==> src/shared/asrx_consts.vh <==
// Constants of the audio serial receive controller.
// Assumes inclusion by bare name from the core file.
`ifndef ASRX_CONSTS_VH
`define ASRX_CONSTS_VH
`define ASRX_OFF_RXDATA 8'h08
`define ASRX_OFF_RXCTL 8'h10
`define ASRX_OFF_FSTS 8'h14
`define ASRX_FLUSH_BIT 24
`define ASRX_OSR_LSB 16
`define ASRX_DIV_LSB 8
`define ASRX_RES_LSB 4
`define ASRX_MONO_BIT 3
`define ASRX_FMT_LSB 1
`define ASRX_MASTER_BIT 0
`define ASRX_TXTRG_LSB 18
`define ASRX_RXTRG_LSB 16
`define ASRX_RST_OSR 2'h1
`define ASRX_RST_DIV 8'h08
`define ASRX_RST_RES 2'h1
`define ASRX_RST_MONO 1'b0
`define ASRX_RST_FMT 2'h0
`define ASRX_RST_MASTER 1'b1
`define ASRX_RST_TXTRG 2'h0
`define ASRX_RST_RXTRG 2'h1
`define ASRX_FMT_I2S 2'h0
`define ASRX_FMT_LJ 2'h1
`define ASRX_FMT_RJ 2'h2
`define ASRX_TRG_AE 2'h0
`define ASRX_TRG_HF 2'h1
`define ASRX_TRG_AF 2'h2
`define ASRX_DEPTH 5'h08
`define ASRX_AW 3
`define ASRX_AE_LVL 5'h02
`define ASRX_HF_LVL 5'h04
`define ASRX_AF_LVL 5'h06
`endif
==> src/core/asrx_ctrl.v <==
// Receive control, serial capture, receive FIFO and FIFO status of an audio serial controller.
// Assumes an AHB-Lite master with one slave; serial pins come from outside and are synchronised.
//
// Overview of operation
// - Writing one to bit 24 empties the receive FIFO except for a sample pushed in the same cycle; bit reads zero.
// - Flushing never touches the receive shift register or bit counter.
// - Bits 17:16 pick 32, 64 or 128 bit clocks per frame; reset 1.
// - Bits 15:8 divide hclk into bit clock; reset 8.
// - Bits 5:4 pick 8, 16, 20 or 24 bit words; reset 1.
// - Bit 3 high selects mono, left channel only; reset stereo.
// - Bits 2:1 pick I2S, left- or right-justified format; reset I2S.
// - Bit 0 high makes receiver master driving bit clock and select; reset 1.
// - Transmit trigger field bits 19:18 picks threshold; reset almost empty.
// - Receive trigger field bits 17:16 same encoding; reset half full.
// - Bits 9 and 8 show transmit and receive half full.
// - Bits 7 and 6 show transmit almost full and almost empty.
// - Bits 5 and 4 show receive almost full and almost empty.
// - Bits 3 and 2 show transmit full and empty.
// - Bits 1 and 0 show receive full and empty.
// - A sample arriving into a full FIFO raises overrun; FIFO stays intact.
// - Receive trigger is high while occupancy is at or above level.
// - I2S: select low is left; MSB one bit clock after select edge.
// - Justified: select high is left; left starts at edge, right ends there.
//
// Added by the designer: the AHB-Lite register port.
`include "asrx_consts.vh"

module asrx_ctrl (
  input wire hclk,
  input wire hresetn,
  input wire hsel,
  input wire [31:0] haddr,
  input wire [1:0] htrans,
  input wire hwrite,
  input wire [2:0] hsize,
  input wire [31:0] hwdata,
  input wire hready,
  output wire hreadyout,
  output wire hresp,
  output reg [31:0] hrdata,
  input wire [4:0] tx_count,
  input wire bit_clk_i,
  output reg bit_clk_o,
  output wire bit_clk_oe_n,
  input wire channel_select_i,
  output reg channel_select_o,
  output wire channel_select_oe_n,
  input wire serial_audio_line_i,
  output reg rx_overrun,
  output reg rx_trigger
);

  reg [1:0] osr_q;
  reg [7:0] div_q;
  reg [1:0] res_q;
  reg mono_q;
  reg [1:0] fmt_q;
  reg master_q;
  reg [1:0] txtrg_q;
  reg [1:0] rxtrg_q;
  reg wr_q;
  reg [7:0] addr_q;
  reg [23:0] mem [0:7];
  reg [`ASRX_AW-1:0] wp_q;
  reg [`ASRX_AW-1:0] rp_q;
  reg [4:0] cnt_q;
  reg [7:0] dcnt_q;
  reg [6:0] bclk_q;
  reg [2:0] ck_s;
  reg [2:0] cs_s;
  reg [1:0] dat_s;
  reg prev_cs_q;
  reg [23:0] sh_q;
  reg [5:0] bit_q;
  reg [23:0] word_q;
  reg push_q;

  wire acc = hsel & hready & htrans[1];
  wire wr_ok = wr_q & (addr_q == `ASRX_OFF_RXCTL);
  wire fs_ok = wr_q & (addr_q == `ASRX_OFF_FSTS);
  wire flush = wr_ok & hwdata[`ASRX_FLUSH_BIT];
  wire rd_pop = acc & ~hwrite & (haddr[7:0] == `ASRX_OFF_RXDATA) & (cnt_q != 5'h00);
  wire full = (cnt_q == `ASRX_DEPTH);
  wire empty = (cnt_q == 5'h00);

  assign hreadyout = 1'b1;
  assign hresp = 1'b0;
  assign bit_clk_oe_n = ~master_q;
  assign channel_select_oe_n = ~master_q;

  // Register bus: address phase captured, write data taken in data phase
  always @(posedge hclk or negedge hresetn) begin
    if (!hresetn) begin
      wr_q <= 1'b0;
      addr_q <= 8'h00;
    end else if (hready) begin
      wr_q <= acc & hwrite;
      addr_q <= haddr[7:0];
    end
  end

  always @(posedge hclk or negedge hresetn) begin
    if (!hresetn) begin
      osr_q <= `ASRX_RST_OSR;
      div_q <= `ASRX_RST_DIV;
      res_q <= `ASRX_RST_RES;
      mono_q <= `ASRX_RST_MONO;
      fmt_q <= `ASRX_RST_FMT;
      master_q <= `ASRX_RST_MASTER;
      txtrg_q <= `ASRX_RST_TXTRG;
      rxtrg_q <= `ASRX_RST_RXTRG;
    end else begin
      if (wr_ok) begin
        osr_q <= hwdata[`ASRX_OSR_LSB+1:`ASRX_OSR_LSB];
        div_q <= hwdata[`ASRX_DIV_LSB+7:`ASRX_DIV_LSB];
        res_q <= hwdata[`ASRX_RES_LSB+1:`ASRX_RES_LSB];
        mono_q <= hwdata[`ASRX_MONO_BIT];
        fmt_q <= hwdata[`ASRX_FMT_LSB+1:`ASRX_FMT_LSB];
        master_q <= hwdata[`ASRX_MASTER_BIT];
      end
      if (fs_ok) begin
        txtrg_q <= hwdata[`ASRX_TXTRG_LSB+1:`ASRX_TXTRG_LSB];
        rxtrg_q <= hwdata[`ASRX_RXTRG_LSB+1:`ASRX_RXTRG_LSB];
      end
    end
  end

  // Threshold flags, shared by both FIFOs
  function [4:0] flags;
    input [4:0] c;
    begin
      flags = {c >= `ASRX_HF_LVL, c >= `ASRX_AF_LVL, c <= `ASRX_AE_LVL,
               c == `ASRX_DEPTH, c == 5'h00};
    end
  endfunction

  function [4:0] level;
    input [1:0] sel;
    begin
      case (sel)
        `ASRX_TRG_AE: level = `ASRX_AE_LVL;
        `ASRX_TRG_HF: level = `ASRX_HF_LVL;
        `ASRX_TRG_AF: level = `ASRX_AF_LVL;
        default: level = 5'h1f;
      endcase
    end
  endfunction

  wire [4:0] rxf = flags(cnt_q);
  wire [4:0] txf = flags(tx_count);

  // Read data is prepared in the address phase and held through the data phase
  always @(posedge hclk or negedge hresetn) begin
    if (!hresetn) begin
      hrdata <= 32'h0000_0000;
    end else if (acc & ~hwrite) begin
      case (haddr[7:0])
        `ASRX_OFF_RXDATA: hrdata <= empty ? 32'h0000_0000 : {8'h00, mem[rp_q]};
        `ASRX_OFF_RXCTL: hrdata <= {14'h0000, osr_q, div_q, 2'b00, res_q, mono_q, fmt_q, master_q};
        `ASRX_OFF_FSTS: hrdata <= {12'h000, txtrg_q, rxtrg_q, 6'h00, txf[4], rxf[4],
                                   txf[3], txf[2], rxf[3], rxf[2], txf[1], txf[0], rxf[1], rxf[0]};
        default: hrdata <= 32'h0000_0000;
      endcase
    end
  end

  // Receive FIFO; a flush resets pointers while a same-cycle sample is still kept
  always @(posedge hclk or negedge hresetn) begin
    if (!hresetn) begin
      wp_q <= {`ASRX_AW{1'b0}};
      rp_q <= {`ASRX_AW{1'b0}};
      cnt_q <= 5'h00;
    end else if (flush) begin
      rp_q <= {`ASRX_AW{1'b0}};
      wp_q <= {{(`ASRX_AW-1){1'b0}}, push_q};
      cnt_q <= {4'h0, push_q};
    end else begin
      if (push_q & ~full) begin
        wp_q <= wp_q + 1'b1;
      end
      if (rd_pop) begin
        rp_q <= rp_q + 1'b1;
      end
      if ((push_q & ~full) & ~rd_pop) begin
        cnt_q <= cnt_q + 5'h01;
      end else if (~(push_q & ~full) & rd_pop) begin
        cnt_q <= cnt_q - 5'h01;
      end
    end
  end

  always @(posedge hclk) begin
    if (push_q & (flush | ~full)) begin
      mem[flush ? {`ASRX_AW{1'b0}} : wp_q] <= word_q;
    end
  end

  always @(posedge hclk or negedge hresetn) begin
    if (!hresetn) begin
      rx_overrun <= 1'b0;
      rx_trigger <= 1'b0;
    end else begin
      rx_overrun <= (push_q & full & ~flush) | (rx_overrun & ~flush);
      rx_trigger <= cnt_q >= level(rxtrg_q);
    end
  end

  // Master clocking: bit clock toggles every div_q cycles, select every half frame
  wire [6:0] half = (osr_q == 2'h0) ? 7'd15 : (osr_q == 2'h2) ? 7'd63 : 7'd31;
  wire div_tick = (dcnt_q == 8'h01) | (dcnt_q == 8'h00);

  always @(posedge hclk or negedge hresetn) begin
    if (!hresetn) begin
      dcnt_q <= `ASRX_RST_DIV;
      bit_clk_o <= 1'b0;
      channel_select_o <= 1'b0;
      bclk_q <= 7'h00;
    end else if (!master_q) begin
      dcnt_q <= div_q;
      bit_clk_o <= 1'b0;
      bclk_q <= 7'h00;
    end else if (div_tick) begin
      dcnt_q <= div_q;
      bit_clk_o <= ~bit_clk_o;
      if (bit_clk_o) begin
        bclk_q <= (bclk_q == half) ? 7'h00 : bclk_q + 7'h01;
        if (bclk_q == half) begin
          channel_select_o <= ~channel_select_o;
        end
      end
    end else begin
      dcnt_q <= dcnt_q - 8'h01;
    end
  end

  // Pin synchronisers; only stage 1 and later feed logic
  always @(posedge hclk or negedge hresetn) begin
    if (!hresetn) begin
      ck_s <= 3'b000;
      cs_s <= 3'b000;
      dat_s <= 2'b00;
    end else begin
      ck_s <= {ck_s[1:0], bit_clk_i};
      cs_s <= {cs_s[1:0], channel_select_i};
      dat_s <= {dat_s[0], serial_audio_line_i};
    end
  end

  wire rise = master_q ? (div_tick & ~bit_clk_o) : (ck_s[1] & ~ck_s[2]);
  wire cs_now = master_q ? channel_select_o : cs_s[1];
  wire cs_edge = cs_now ^ prev_cs_q;
  wire [5:0] res_bits = (res_q == 2'h0) ? 6'd8 : (res_q == 2'h1) ? 6'd16 :
                        (res_q == 2'h2) ? 6'd20 : 6'd24;
  wire [23:0] mask = ~(24'hff_ffff << res_bits);
  wire [23:0] sh_n = {sh_q[22:0], dat_s[1]};
  wire [5:0] pos = cs_edge ? 6'd0 : bit_q;
  wire i2s_done = (fmt_q == `ASRX_FMT_I2S) & (pos == res_bits);
  wire lj_done = (fmt_q == `ASRX_FMT_LJ) & (pos == res_bits - 6'd1);
  wire rj_done = (fmt_q == `ASRX_FMT_RJ) & cs_edge;
  wire left_cur = (fmt_q == `ASRX_FMT_I2S) ? ~cs_now : cs_now;
  wire is_left = rj_done ? prev_cs_q : left_cur;

  // Shift register runs regardless of FIFO state or flushes
  always @(posedge hclk or negedge hresetn) begin
    if (!hresetn) begin
      prev_cs_q <= 1'b0;
      sh_q <= 24'h00_0000;
      bit_q <= 6'h00;
      word_q <= 24'h00_0000;
      push_q <= 1'b0;
    end else begin
      push_q <= 1'b0;
      if (rise) begin
        prev_cs_q <= cs_now;
        sh_q <= sh_n;
        bit_q <= (pos == 6'h3f) ? pos : pos + 6'd1;
        if (rj_done) begin
          word_q <= sh_q & mask;
          push_q <= ~mono_q | is_left;
        end else if (i2s_done | lj_done) begin
          word_q <= sh_n & mask;
          push_q <= ~mono_q | is_left;
        end
      end
    end
  end

endmodule // asrx_ctrl

==> config.mk <==
export PLATFORM = sky130hd
export DESIGN_NAME = asrx_ctrl
export DESIGN_NICKNAME = d
export VERILOG_FILES = /design/src/core/asrx_ctrl.v
export VERILOG_INCLUDE_DIRS = /design/src /design/src/shared
export SDC_FILE = /design/constraint.sdc
export NUM_CORES = 1
export LEC_CHECK = 0
export ABC_AREA = 1
export CAP_MARGIN = 10
export CORE_MARGIN = 2
export CORE_UTILIZATION = 40
export CTS_CLUSTER_SIZE = 30
export DETAILED_ROUTE_END_ITERATION = 8
export DONT_BUFFER_PORTS = 1
export RECOVER_POWER = 50
export SYNTH_ARGS = -nofsm -noshare
export SYNTH_HDL_FRONTEND = slang
export SYNTH_SLANG_ARGS = --single-unit
==> constraint.sdc <==
create_clock -name hclk -period 4 [get_ports hclk]
set_clock_uncertainty 0.1 [all_clocks]
set_input_delay 0.4 -clock hclk [delete_from_list [all_inputs] [get_ports hclk]]
set_output_delay 0.4 -clock hclk [all_outputs]
set_load 0.005 [all_outputs]
# Word level (Yosys, flattened, before mapping)
# Memories as Yosys holds them, arrays and structs flattened.
# Index checks and enable logic that the tools add are counted.
[classes]
addsub = 8
order_cmp = 7
n_eq_ne = 21
shifts = 1
n_mux = 37
bitwise_logic = 41
reduce_logical = 15
[op_table]
columns = ["cell", "count"]
rows = [
  ["24-bit 2-to-1 mux", 3],
  ["24-bit case mux with 3 select lines", 1],
  ["24-bit AND", 2],
  ["8-bit by 5-bit == test with 1-bit output (second input constant)", 4],
  ["7-bit 2-to-1 mux", 4],
  ["6-bit 2-to-1 mux", 4],
  ["24-bit NOT", 1],
  ["24-bit by 5-bit << shifter with 24-bit output (first input constant)", 1],
  ["1-bit AND", 21],
  ["5-bit by 3-bit >= comparator with 1-bit output (second input constant)", 4],
  ["5-bit 2-to-1 mux", 4],
  ["8-bit 2-to-1 mux", 2],
  ["3-bit 2-to-1 mux", 5],
  ["5-bit case mux with 3 select lines", 1],
  ["1-bit 2-to-1 mux", 11],
  ["1-bit NOT", 11],
  ["5-bit by 4-bit == test with 1-bit output (second input constant)", 2],
  ["5-bit by 2-bit <= comparator with 1-bit output (second input constant)", 2],
  ["5-bit logical NOT", 2],
  ["2-bit == test (second input constant)", 4],
  ["8-bit by 1-bit == test with 1-bit output (second input constant)", 1],
  ["8-bit by 4-bit == test with 1-bit output (second input constant)", 1],
  ["2-bit logical NOT", 4],
  ["8-bit logical NOT", 1],
  ["other kinds (23)", 34],
]
[totals]
ff_bits = 154
ram_bits = 192
elab_cells = 159
mem_count = 1
[mem_list]
columns = ["memory", "words", "word_bits", "rd", "rd_ports_with_merged_regs", "write_ports", "line_no", "text"]
rows = [
  ["mem", 8, 24, 1, 0, 1, "asrx_ctrl.v:63", "reg [23:0] mem [0:7];"],
]

# Logic depth before layout (Yosys ltp)
[depth]
ltp_word = 11
mapped_depth = 18
depth_no_buf = 16

# Worst setup path after synthesis
# No wires, ideal clock.
[synth_timing]
path_type = "reg2reg"
from = "register addr_q[6]"
to = "memory mem[7][0] (enable)"
arrival_time_ps = 2563
t_required_ps = 3465
setup_slack_ps = 901
path_stages_with_launch = 8
synth_period_minus_slack_ps = 3099
path_cell_list = "dfrtp_1 inv_1 nand4_1 nor3_1 nand4_1 nand2_1 inv_1 nor3_1"
[synth_via]
elab_chain_len = 7
[synth_rtl]
columns = ["item", "line_no", "text"]
rows = [
  ["from (decl)", "asrx_ctrl.v:62", "reg [7:0] addr_q;"],
  ["from (signal assigned)", "asrx_ctrl.v:98", "addr_q <= haddr[7:0];"],
  ["8-bit by 5-bit == test with 1-bit output (no line) (*)", "--", ""],
  ["1-bit AND (*)", "asrx_ctrl.v:79", "wire wr_ok = wr_q & (addr_q == `ASRX_OFF_RXCTL);"],
  ["1-bit AND (*)", "asrx_ctrl.v:81", "wire flush = wr_ok & hwdata[`ASRX_FLUSH_BIT];"],
  ["1-bit OR", "asrx_ctrl.v:193", "if (push_q & (flush | ~full)) begin"],
  ["1-bit AND", "asrx_ctrl.v:193", ""],
  ["1-bit 2-to-1 mux", "asrx_ctrl.v:193", ""],
  ["1-bit 2-to-1 mux", "asrx_ctrl.v:194", "mem[flush ? {`ASRX_AW{1'b0}} : wp_q] <= word_q;"],
  ["to (decl)", "asrx_ctrl.v:63", ""],
]
# Mark *: on every way between the ends. The rest lies on a longest branch, timed or not.

# Worst setup path after layout
[layout_timing]
from = "register cnt_q[3]"
to = "register cnt_q[4]"
[layout_via]
elab_chain_len = 6
[layout_rtl]
columns = ["item", "line_no", "text"]
rows = [
  ["from (decl)", "asrx_ctrl.v:66", "reg [4:0] cnt_q;"],
  ["from (signal assigned)", "asrx_ctrl.v:176", "cnt_q <= {4'h0, push_q};"],
  ["from (signal assigned)", "asrx_ctrl.v:185", "cnt_q <= cnt_q + 5'h01;"],
  ["from (signal assigned)", "asrx_ctrl.v:187", "cnt_q <= cnt_q - 5'h01;"],
  ["branches (longest 6 deep; another with 5-bit by 1-bit subtractor with 5-bit output)", "--", ""],
]
# Several ways; the timed one is not identified. The select of a mux whose other input is x is not followed.
# A chain may end at the register's enable or synchronous reset.

==> qor_table.md <==
| Item | Reported |
| --- | --- |
| Die extent in x | 195 µm |
| CTS tree | built |
| Number of clock buffers inserted by TritonCTS | 37 |
| Area enclosed by the die boundary | 38200 µm² |
| Ratio of cells with drive above 1 in the final layout | 9.38% |
| Synthesis Warnings | 0 |
| Area growth from synthesis to final layout | 13.9% |
| Count of clock tree sinks | 338 |
| Routed via count divided by cell count | 5.35 |
| Final-layout worst hold slack | 21.0 ps |
| Final GP Congestion | 0.855 |
| Main area contributors after synthesis | sky130_fd_sc_hd__edfxtp_1 39%, sky130_fd_sc_hd__dfrtp_1 24%, sky130_fd_sc_hd__o21ai_0 6.1% |
| Class of the tightest hold or removal check | in -> reg |
| CORE AREA | 36300 µm² |
| Transition time of the tightest slew-check pin | 2140 ps |
| Maximum vdd ir drop | 250 µV |
| Power density of the placed cells | 531 nW/µm² |
| Remaining global-route overflow | 0 |
| CP cell instances | nor2_1 > nand2_1 > nor3_1 > nor2_1 > buf_4 > nand2_1 > nand2_1 > fa_1 > nand3_1 > nand2_1 > xor2_1 > xor2_1 > nand3_1 > o21ai_0 |
| Worst path arrival time | 3340 ps |
| Post-route clock period utilization | 76.1% |
| Type of the worst setup path | reg -> reg |
| Final Hold Viols | 0 |
| Setup repair after global routing missed its margin | no |
| Number of levels in the clock H-tree | 2 |
| Cell accounting for the most synthesized area | sky130_fd_sc_hd__edfxtp_1 |
| DR DRC count | 0 |
| Maximum net fanout on the critical path | 21 |
| Number of resized instances in the post-cts repair step | 0 |
| Pin count of the biggest net entering global routing | 147 |
| Worst Path Buf+Inv | 1 |
| Register bit total from synthesis | 338 |
| Violated checks | max-capacitance violations, max-slew violations |
| Sort of element at the end of the critical path | flip-flop |
| Synth top area share | 39.3% |
| Clock tree root buffer cell | sky130_fd_sc_hd__clkbuf_16 |
| Count of boundary I/O pins | 122 |
| Delay of the slowest critical-path stage | 480 ps |
| Number of maximum-capacitance constraint violations | 1 |
| Clock latency of the later-clocked register in the worst-skew pair | 520 ps |
| Post-CTS setup buffer count | 0 |
| Dominant cell type by count on the critical path | sky130_fd_sc_hd__nand2_1 |
| Clock tree buffer depth | 3 |
| Outcome | complete, but fails checks |
| Cell total after placement | 1784 |
| Row cnt | 70 |
| Layout Utilization | 46.0% |
| Master of the slowest instance on the critical path | sky130_fd_sc_hd__fa_1 |
| First-pass GRT wire length | 55.2 mm |
| Average routed wire per standard cell | 18.6 µm |
| Cell area after synthesis | 14700 µm² |
| Antenna violations before repair | 0 |
| Mean area per synthesized cell | 10.8 µm² |
| Final wirelength | 35.1 mm |
| Data required time at the worst endpoint | 4300 ps |
| Post-route minimum period | 3040 ps |
| Vias in the first global route | 9638 |
| Max Transition Viols Final | 147 |
| Crit path max-delay family | simple AND/OR/NAND/NOR gates |
| TritonRoute pass-1 iters | 5 |
| Kind of start point of the critical path | flip-flop |
| Post-synth ARST share | 43.2% |
| Post-route setup TNS | 0 ps |
| Proportion of synthesized chip area in sequential cells | 64.3% |
| Count of unique library cells instantiated by Yosys | 46 |
| Max transition margin | -42.4% |
| Vias after detailed routing | 10087 |
| Hold buffer count at cts | 34 |
| Most frequent cells in the layout | 192 x sky130_fd_sc_hd__edfxtp_1, 179 x sky130_fd_sc_hd__o21ai_0, 170 x sky130_fd_sc_hd__nor2_1 |
| Number of synthesized flops with an enable pin | 192 |
| Cells after Synth | 1362 |
| Overall die height | 195 µm |
| Antenna cell count | 0 |
| DRC marker count from the first detailed-route iteration | 801 |
| Leading cell type in the layout, fill and taps excluded | sky130_fd_sc_hd__edfxtp_1 |
| Dominant register cell in the synthesized netlist | sky130_fd_sc_hd__edfxtp_1 |
| Leakage | 6.68 nW |
| Starting density of the core | 40.4% |
| Port-buffer cells | 0 |
| Sum of net half-perimeters after detailed placement | 21.1 mm |
| Fmax | 0.329 GHz |
| Final setup violation count | 0 |
| Number of standard cells in the final layout excluding fillers | 1886 |
| Antenna viol nets, final | 0 |
| Clock-pin slew on the worst setup and hold paths | 60 ps |
| Number of nets in the layout | 1495 |
| Tot GR Track Use | 18.5% |
[cells by family (layout without fill, tap and decap cells)]
group / Yosys count / after routing / share of synthesized area (%)
xor gates and xnor gates: 16 / 16 / 0.956
AOI/OAI and AO/OA: 319 / 319 / 12.6
and+or+nand+nor: 453 / 453 / 13.2
DFF: 338 / 338 / 64.3
other: 2 / 10 / 0.0512
adders and majority gates: 24 / 24 / 2.10
buffers and inverters: 194 / 242 / 5.60
muxes: 16 / 16 / 1.23
[report_power, final]
group / internal, mW / total, mW / switching (mW)
registers: 4.05 / 4.36 / 0.308
clock network: 2.12 / 3.50 / 1.39
logic: 0.382 / 1.01 / 0.630
[stage by stage]
step / total power [mW] / instance area (µm²) / worst slack, ps
after floorplan: 5.09 / 14700 / 901
after global placement: 5.34 / 15100 / 1030
after detailed placement: 5.37 / 15100 / 1020
after CTS: 8.95 / 16700 / 980
after global routing: 9.28 / 16700 / 726
final: 8.88 / 16700 / 958
[Yosys cell counts, types with 11 or more instances]
library cell / count
sky130_fd_sc_hd__edfxtp_1: 192
sky130_fd_sc_hd__o221ai_1: 40
sky130_fd_sc_hd__nor2_1: 177
sky130_fd_sc_hd__clkbuf_1: 46
sky130_fd_sc_hd__buf_4: 15
sky130_fd_sc_hd__inv_1: 116
sky130_fd_sc_hd__o21ai_0: 179
sky130_fd_sc_hd__a21oi_1: 46
sky130_fd_sc_hd__nand4_1: 13
sky130_fd_sc_hd__mux2_2: 16
sky130_fd_sc_hd__nand2_1: 160
sky130_fd_sc_hd__o22ai_1: 13
sky130_fd_sc_hd__a31oi_1: 14
sky130_fd_sc_hd__a211oi_1: 12
sky130_fd_sc_hd__dfrtp_1: 140
sky130_fd_sc_hd__ha_1: 23
sky130_fd_sc_hd__nor3_1: 11
sky130_fd_sc_hd__nand3_1: 68
[cell type report]
type                    count  area (µm²)
fillers                  3295       19600
flip-flops and latches    338        9430
multi-input cells         838        4470
clock buffers              46        1000
well taps                 468         586
repair buffers             56         515
inverters                 118         445
clock inverters            22         262
[flip-flops by register name (all words and copies together) (netlist names), 3 cells and up]
| signal | flops |
|---|---|
| mem | 192 |
| hrdata | 24 |
| sh_q | 24 |
| word_q | 24 |
| addr_q | 8 |
| dcnt_q | 8 |
| div_q | 8 |
| bclk_q | 7 |
| bit_q | 6 |
| cnt_q | 5 |
| ck_s | 3 |
| rp_q | 3 |
| wp_q | 3 |
[layer usage]
| metal | global-route usage [%] | vias up | wire (µm) |
|---|---|---|---|
| met3 | 3.09 | 60 | 1920 |
| met5 | 0 | - | 0 |
| met4 | 6.02 | 0 | 851 |
| met1 | 26.1 | 4983 | 16100 |
| met2 | 29.3 | 258 | 16200 |
| li1 | - | 4786 | - |
[worst paths after layout]
| check | from | endpoint | slack [ps] | cells after the start |
|---|---|---|---|---|
| min reg2reg | dat_s[0] | dat_s[1] | 250 | 0 |
| max | cnt_q[3] | cnt_q[4] | 960 | 14 |
| max reg2reg | cnt_q[3] | cnt_q[4] | 960 | 14 |
| min in group asynchronous | hresetn | sh_q[23] | 930 | 2 |
| max in group asynchronous | hresetn | rp_q[0] | 1310 | 2 |
| min | htrans[1] | wr_q | 20 | 2 |
Note: power is estimated with default switching activity, not from simulation.
